## src/pkg/qa_wd_pkg.sv

```systemverilog
package qa_wd_pkg;
	// ****************************************
	// status register layout
	// ****************************************
	localparam int            ST_EARLY_BIT   = 0;
	localparam int            ST_TIMEOUT_BIT = 1;
	localparam int            ST_WRONG_BIT   = 3;
	localparam int            ST_CNT_LSB     = 5;
	localparam logic [7:0]    STATUS_RST     = 8'h00;
	localparam logic [1:0]    CNT_RST_QA     = 2'h3;
	localparam logic [1:0]    CNT_RST_SINGLE = 2'h1;
	localparam logic [2:0]    ANSWERS_QA     = 3'h4;
	localparam logic [2:0]    ANSWERS_SINGLE = 3'h1;
	localparam logic [7:0]    ANSWER_RST     = 8'h00;

	// ****************************************
	// carrier types
	// ****************************************
	typedef struct packed {
		logic       valid;
		logic [7:0] data;
	} answer_write_t;

	typedef struct packed {
		logic early;
		logic timeout;
		logic wrong;
	} cycle_flags_t;
endpackage

```

## src/design/qa_watchdog_answer_status.sv

```systemverilog
`timescale 1ns/1ps
// Contract
// - time-out flag judged each cycle end, resets zero, clears on status read.
// - time-out set if under four answers (four-answer mode) or none (single mode).
// - early flag set when the needed answers (four, or one in single mode) came in window one.
// - answer register reinitialised on power-on reset and reset state entry.
// - wrong-answer flag set at cycle end if any answer byte mismatched.
module qa_watchdog_answer_status
	import qa_wd_pkg::*;
#(
	parameter int TALLY_W = 3
) (
	input  wire logic       clk,
	input  wire logic       nrst,
	input  wire logic       clk_en,
	input  wire logic       reset_state,
	input  wire logic       watchdog_answer_mode,
	input  wire logic       answer_write_command,
	input  wire logic [7:0] answer_write_field,
	input  wire logic [7:0] answer_response_byte,
	input  wire logic       in_first_window,
	input  wire logic       cycle_end,
	input  wire logic       status_read,
	output logic      [7:0] watchdog_status_q,
	output logic      [7:0] watchdog_answer_q
);

	// ****************************************
	// parameter check
	// ****************************************
	// the tallies must count up to four answers before they saturate
	if (TALLY_W < 3) begin : g_tally_w_check
		$error("qa_watchdog_answer_status: TALLY_W too small");
	end

	// ****************************************
	// answer intake
	// ****************************************
	answer_write_t wr;
	logic          clr_cycle;
	logic          take;

	assign wr        = '{valid: answer_write_command, data: answer_write_field};
	// a write in the cycle-end clock counts toward the cycle that starts there
	assign clr_cycle = cycle_end | reset_state;
	assign take      = wr.valid & ~reset_state;

	// ****************************************
	// answer register
	// ****************************************
	logic [7:0] answer_d;

	always_comb begin
		answer_d = watchdog_answer_q;
		if (reset_state) begin
			answer_d = ANSWER_RST;
		end else if (wr.valid) begin
			answer_d = wr.data;
		end
	end

	always_ff @(posedge clk or negedge nrst) begin
		if (!nrst) begin
			watchdog_answer_q <= ANSWER_RST;
		end else if (clk_en) begin
			watchdog_answer_q <= answer_d;
		end
	end

	// ****************************************
	// answer countdown
	// ****************************************
	logic [1:0] cnt_field_d;
	logic [1:0] cnt_field_q;

	// wraps modulo four; power-on reset and the reset state reload it
	always_comb begin
		cnt_field_d = cnt_field_q;
		if (reset_state) begin
			cnt_field_d = watchdog_answer_mode ? CNT_RST_SINGLE : CNT_RST_QA;
		end else if (wr.valid) begin
			cnt_field_d = cnt_field_q - 2'h1;
		end
	end

	always_ff @(posedge clk or negedge nrst) begin
		if (!nrst) begin
			cnt_field_q <= CNT_RST_QA;
		end else if (clk_en) begin
			cnt_field_q <= cnt_field_d;
		end
	end

	// ****************************************
	// mismatch memory
	// ****************************************
	logic mismatch_d;
	logic mismatch_q;

	always_comb begin
		mismatch_d = mismatch_q;
		if (clr_cycle) begin
			mismatch_d = 1'b0;
		end
		if (take && wr.data != answer_response_byte) begin
			mismatch_d = 1'b1;
		end
	end

	always_ff @(posedge clk or negedge nrst) begin
		if (!nrst) begin
			mismatch_q <= 1'b0;
		end else if (clk_en) begin
			mismatch_q <= mismatch_d;
		end
	end

	// ****************************************
	// per-cycle tallies
	// ****************************************
	logic [TALLY_W-1:0] total_cnt;
	logic [TALLY_W-1:0] win1_cnt;
	logic               win1_take;

	assign win1_take = take & in_first_window;

	answer_tally #(.CNT_W(TALLY_W)) u_total (
		.clk     (clk),
		.nrst    (nrst),
		.en      (clk_en),
		.clr     (clr_cycle),
		.inc     (take),
		.count_q (total_cnt)
	);

	answer_tally #(.CNT_W(TALLY_W)) u_win1 (
		.clk     (clk),
		.nrst    (nrst),
		.en      (clk_en),
		.clr     (clr_cycle),
		.inc     (win1_take),
		.count_q (win1_cnt)
	);

	// ****************************************
	// answers needed in the current mode
	// ****************************************
	logic [TALLY_W-1:0] need_total;
	logic [TALLY_W-1:0] need_early;

	always_comb begin
		if (watchdog_answer_mode) begin
			need_total = TALLY_W'(ANSWERS_SINGLE);
			need_early = TALLY_W'(ANSWERS_SINGLE);
		end else begin
			need_total = TALLY_W'(ANSWERS_QA);
			need_early = TALLY_W'(ANSWERS_QA);
		end
	end

	// ****************************************
	// end-of-cycle judgement
	// ****************************************
	cycle_flags_t judged;

	always_comb begin
		judged.early   = win1_cnt >= need_early;
		judged.timeout = total_cnt < need_total;
		judged.wrong   = mismatch_q;
	end

	// ****************************************
	// flag register
	// ****************************************
	cycle_flags_t flags_d;
	cycle_flags_t flags_q;
	logic         flags_clear;
	logic         flags_judge;

	assign flags_clear = status_read | reset_state;
	assign flags_judge = cycle_end & ~reset_state;

	// a set at cycle end wins over a clear by read in the same cycle
	always_comb begin
		flags_d = flags_q;
		if (flags_clear) begin
			flags_d = '0;
		end
		if (flags_judge) begin
			flags_d = judged;
		end
	end

	always_ff @(posedge clk or negedge nrst) begin
		if (!nrst) begin
			flags_q <= '0;
		end else if (clk_en) begin
			flags_q <= flags_d;
		end
	end

	// ****************************************
	// status register image
	// ****************************************
	logic [7:0] status_d;

	// bits 7, 4 and 2 are not kept here and read as zero
	always_comb begin
		status_d                  = STATUS_RST;
		status_d[ST_EARLY_BIT]    = flags_d.early;
		status_d[ST_TIMEOUT_BIT]  = flags_d.timeout;
		status_d[ST_WRONG_BIT]    = flags_d.wrong;
		status_d[ST_CNT_LSB +: 2] = cnt_field_d;
	end

	always_ff @(posedge clk or negedge nrst) begin
		if (!nrst) begin
			watchdog_status_q <= {1'b0, CNT_RST_QA, 5'h00};
		end else if (clk_en) begin
			watchdog_status_q <= status_d;
		end
	end
endmodule

```

## src/design/answer_tally.sv

```systemverilog
`timescale 1ns/1ps
module answer_tally
	import qa_wd_pkg::*;
#(
	parameter int CNT_W = 3
) (
	input  wire logic             clk,
	input  wire logic             nrst,
	input  wire logic             en,
	input  wire logic             clr,
	input  wire logic             inc,
	output logic      [CNT_W-1:0] count_q
);
	// the count must reach four answers before it saturates
	if (CNT_W < 3) begin : g_cnt_w_check
		$error("answer_tally: CNT_W too small");
	end

	logic [CNT_W-1:0] count_d;

	// saturating count, clear beats increment; an answer in the clear cycle starts the new count
	always_comb begin
		count_d = count_q;
		if (clr) begin
			count_d = inc ? CNT_W'(1) : '0;
		end else if (inc && count_q != {CNT_W{1'b1}}) begin
			count_d = count_q + CNT_W'(1);
		end
	end

	always_ff @(posedge clk or negedge nrst) begin
		if (!nrst) begin
			count_q <= '0;
		end else if (en) begin
			count_q <= count_d;
		end
	end
endmodule

```

## config.mk

```make
export PLATFORM = sky130hd
export DESIGN_NAME = qa_watchdog_answer_status
export DESIGN_NICKNAME = d
export VERILOG_FILES = /design/src/pkg/qa_wd_pkg.sv /design/src/design/qa_watchdog_answer_status.sv /design/src/design/answer_tally.sv
export SDC_FILE = /design/constraint.sdc
export NUM_CORES = 1
export LEC_CHECK = 0
export CORE_MARGIN = 2
export CORE_UTILIZATION = 45
export DETAILED_ROUTE_END_ITERATION = 6
export DONT_BUFFER_PORTS = 1
export GPL_ROUTABILITY_DRIVEN = 0
export PLACE_DENSITY = 0.64
export SYNTH_ARGS = -nofsm -noshare
export SYNTH_HDL_FRONTEND = slang
export SYNTH_SLANG_ARGS = --single-unit
```

## constraint.sdc

```tcl
create_clock -name clk -period 2.3 [get_ports clk]
set_input_delay 0.345 -clock clk [delete_from_list [all_inputs] [get_ports clk]]
set_output_delay 0.345 -clock clk [all_outputs]
set_load 0.01 [all_outputs]
```

After elaboration in Yosys (flattened, before gate mapping)
Index checks and enable logic that the tools add are counted.
{"block": "classes", "n_lt_le_gt_ge": 2, "eq_ne": 3, "addsub": 3, "n_reduce_logical": 11, "n_bitwise": 6, "mux": 16}
{"operator": "two-way mux 3 bit", "n": 7}
{"operator": "two-way mux 8 bit", "n": 2}
{"operator": "!= test 8 bit", "n": 1}
{"operator": "AND reduction 2 bit", "n": 4}
{"operator": "nonzero test 2 bit", "n": 4}
{"operator": "adder 3 x 1 -> 3 bit, second input constant", "n": 2}
{"operator": "two-way mux 2 bit", "n": 3}
{"operator": "!= test 3 bit, second input constant", "n": 2}
{"operator": "two-way mux 1 bit", "n": 4}
{"operator": "bitwise AND 1 bit", "n": 3}
{"operator": ">= comparator 3 bit", "n": 1}
{"operator": "logical AND 1 bit", "n": 3}
{"operator": "< comparator 3 bit", "n": 1}
{"operator": "OR 1 bit", "n": 2}
{"operator": "subtractor 2 x 1 -> 2 bit, second input constant", "n": 1}
{"operator": "NOT 1 bit", "n": 1}
{"block": "totals", "inputBits": 25, "out_inout_bits": 16, "elab_cells": 50, "reg_bits": 25}

Logic depth before layout (Yosys ltp)
{"block": "depth", "depth_word": 6, "ltp_mapped": 6, "mapped_depth_nobuf": 6}

By module
Synthesis repeated with hierarchy kept, for this count alone.
{"block": "unflattened", "cells_unflattened": 135, "area_unflattened_um2": 1273.7}
{"mod": "qa_watchdog_answer_status", "seq_area_each_um2": 352.8, "n_inst": 1, "cells_per_inst": 101, "area_each_um2": 900.9}
{"mod": "answer_tally", "seq_area_each_um2": 75.1, "n_inst": 2, "cells_per_inst": 17, "area_each_um2": 186.4}

Worst setup path before layout
OpenSTA, ideal clock, no wires.
{"block": "synth_path", "path_type": "reg-to-reg", "from": "register u_win1.count_q[0]", "to": "register watchdog_status_q[0]", "n_path_buf": 0, "slack_ns": 0.730, "setup_time_ns": 0.138, "required_time_ns": 2.162, "period_less_slack_ns": 1.570, "arrival_time_ns": 1.432, "path_stages_with_launch": 7, "path_cell_list": "dfrtp_1 inv_1 ha_1 or3b_1 a21o_1 a31oi_1 o22ai_1"}
{"block": "synth_via", "elab_chain_len": 2}
{"element": "start, declared", "line": "answer_tally.sv:12", "source": "output logic [CNT_W-1:0] count_q"}
{"element": "start signal, assigned", "line": "answer_tally.sv:35", "source": "count_q <= count_d;"}
{"element": ">= comparator 3 bit", "line": "qa_watchdog_answer_status.sv:167", "source": "judged.early = win1_cnt >= need_early;"}
{"element": "two-way mux 3 bit", "line": "qa_watchdog_answer_status.sv:189", "source": "if (flags_judge) begin"}
{"element": "end signal, assigned", "line": "qa_watchdog_answer_status.sv:218", "source": "watchdog_status_q <= {1'b0, CNT_RST_QA, 5'h00};"}
{"element": "end signal, assigned", "line": "qa_watchdog_answer_status.sv:220", "source": "watchdog_status_q <= status_d;"}
{"element": "end, declared", "line": "qa_watchdog_answer_status.sv:24", "source": "output logic [7:0] watchdog_status_q,"}
No other way between the ends.
A chain may end at the register's enable or synchronous reset.

Final worst setup path
Same ends and word-level chain as after synthesis.

==> results.cfg <==
[outcome]
outcome = completed

[clocking]
clock-root-buffer = clkbuf_4
cts_tree = done
path_clk_slew_ns = 0.11
cts_sinks = 20
clockBufferDepth = 2
cts.htree.levels = 1
cts_buffers = 3
clock_latency_ns = 0.30

[min_path]
hold_end = cnt_field_q[1]
hold_depth = 1
hold_class = in2reg
worstHoldStart = watchdog_answer_mode

[sta]
worst_pin_slew_ns = 0.909
fin_skew_ns = 0.000682
hold_viol_final = 0
finalSetupViolations = 0
rsz0062_at_grt = false
max-slew-margin-rel = 0.392
period_needed_ns = 1.63
setup_tns_ns = 0
min_period_over_period = 0.711
slew_violations = 0
fmax_mhz = 612

[worst_setup_path]
crit_path_top_delay_cell = dfrtp_1
crit_type = reg2reg
rr_worst_depth = 6
worstPathArrival_ns = 1.83
critPathMaxStageDelay_ns = 0.41
r2r_setup_slack_ns = 0.67
start_kind = flip-flop
worstPathMaxFanout = 3
end_kind = flip-flop
crit_required_ns = 2.49
r2r_end = watchdog_status_q[0]
reg2reg_from = u_win1.count_q[0]
crit_chain = inv_1 > ha_1 > or3b_1 > a21o_1 > a31oi_1 > o22ai_1

[finish]
diodes = 0
syn2layout_area_growth_pct = 0.584
most-common-layout-cells = dfrtp_1, inv_1, o22ai_1
drive_above_1_share = 0.0758
final_common_cell = dfrtp_1
final_nets = 165
postLayoutCellArea_mm2 = 0.00129

[floorplanning]
num_io_pins = 41
start_util = 0.470
die_w_um = 57.4
fp-row-count = 19
fp.coreArea_mm2 = 0.00273
die_y_um = 57.4
dieArea_mm2 = 0.00330

[place]
hpwl_um = 1760
placed_area_mm2 = 0.00125
port_buffers = 0

[grt]
grt_max_degree = 38
grt.overflow.total = 0
grt_pass1_wl_um = 4430
antenna_found_initial = 0
track_usage = 0.172
first_global_vias = 997

[detailed_routing]
ant_nets = 0
drt-wirelength-per-cell_um = 15.2
vias = 967
avgViaCountPerCell = 5.93
drc = 0
dr.pass1.iters = 4
drtIter0Drc = 29
routed_wl_um = 2470

[logic_synthesis]
synth_area_mm2 = 0.00128
yosys_warnings = 0
ys_types = 36
yosys-top-cells-area = dfrtp_1, ha_1, o22ai_1
synth.ff_latch_count = 20
synth_sequential_area_ratio = 0.391
synth_top_area_share = 0.351
syn_inst = 138
yosysTopAreaCell = dfrtp_1
synth.avg_cell_area_um2 = 9.31

[power]
vdd.ir_drop.worst_mv = 0.385
leakage_nw = 0.547
p_per_area_mw_per_mm2 = 581

[run]
cap_violations = 0
==> repair_timing <==
item,in CTS,in global routing
endpoints found under the hold margin,20,0
resized for setup,0,0
hold buffers,1,0
buffers inserted,0,0
==> kinds of logic (layout without fill, tap and decap cells) <==
logic type	Yosys count	count (layout)	share of synthesized area
other	1	3	0.00292
adder cells (fa/ha/maj)	7	7	0.0682
flip-flops	20	20	0.391
XOR/XNOR	8	8	0.0545
AND/OR/NAND/NOR	34	34	0.144
multiplexers	1	1	0.00876
buffers and inverters	27	19	0.107
AO/OA/AOI/OAI	40	40	0.223
==> final cells by class <==
cell class | instances | area (um2)
Inverter | 14 | 52.6
Tap cell | 31 | 38.8
Sequential cell | 20 | 503
Clock buffer | 4 | 36.3
Multi-Input combinational cell | 93 | 652
Timing Repair Buffer | 1 | 10.0
Fill cell | 271 | 1440
==> registers in the layout, indices dropped and copies added, names as in the netlist <==
name / cells
u_win1.count_q: 3
watchdog_status_q: 3
mismatch_q: 1
cnt_field_q: 2
u_total.count_q: 3
watchdog_answer_q: 8
==> critical path: cells and delay by family, from the launching register on <==
| family | cells | cell delay, ns |
|---|---|---|
| DFF | 1 | 0.41 |
| buffers and inverters | 1 | 0.10 |
| and+or+nand+nor | 1 | 0.37 |
| adders and majority gates | 1 | 0.22 |
| AOI/OAI and AO/OA | 3 | 0.43 |
==> per-layer routing <==
layer  track usage  wire [um]  vias up
li1              -          -      473
met2         0.289       1160       30
met3        0.0340        160        5
met5             0          0        -
met4        0.0698         40        0
met1         0.215       1110      459
==> metrics by stage <==
stage                     setup WS (ns)  hold slack [ns]  power (mW)  cells  utilization
after detailed placement          0.676           0.0499       0.546    158        0.456
final                             0.665           0.0979       0.750    163        0.473
after CTS                         0.658           0.0828       0.764    163        0.473
after global placement            0.713           0.0499       0.540    158        0.456
after global routing              0.516           0.0809       0.804    163        0.473
after floorplan                   0.730           0.0494       0.553    140            -
==> Yosys cell counts <==
library cell	n
a32oi_1	1
o32a_1	1
nor4b_4	1
o22a_1	1
o21a_1	9
or2_1	1
conb_1	1
inv_1	14
buf_4	4
nor2b_1	2
nand3_1	10
mux2_2	1
nor3_1	2
and3b_1	1
o21ai_0	4
a311oi_1	1
a22o_1	1
xnor2_1	8
a21o_1	1
ha_1	7
o2111ai_1	1
buf_6	2
a31oi_1	2
o31ai_1	2
a22o_2	2
o22ai_1	13
o31a_1	1
nand2_1	6
buf_1	1
dfrtp_1	18
buf_2	5
or3b_1	1
nor2_1	8
nand4_1	2
dfstp_2	2
clkbuf_1	1
==> power by group <==
| part | leakage, nW | switching [mW] | total [mW] | internal (mW) |
|---|---|---|---|---|
| clock | 0.0210 | 0.108 | 0.204 | 0.0966 |
| sequential | 0.261 | 0.0389 | 0.428 | 0.389 |
| combinational | 0.265 | 0.0554 | 0.118 | 0.0628 |
==> worst max-delay path by stage <==
stage	startpoint	to	slack, ns	cells after the start
after floorplan	u_win1.count_q[0]	watchdog_status_q[0]	0.73	6
after global placement	u_win1.count_q[0]	watchdog_status_q[0]	0.71	6
after detailed placement	u_win1.count_q[0]	watchdog_status_q[0]	0.68	6
after CTS	u_win1.count_q[0]	watchdog_status_q[0]	0.66	6
after global routing	u_win1.count_q[0]	watchdog_status_q[0]	0.52	6
final	u_win1.count_q[0]	watchdog_status_q[0]	0.67	6
(Power assumes the default switching activity.)
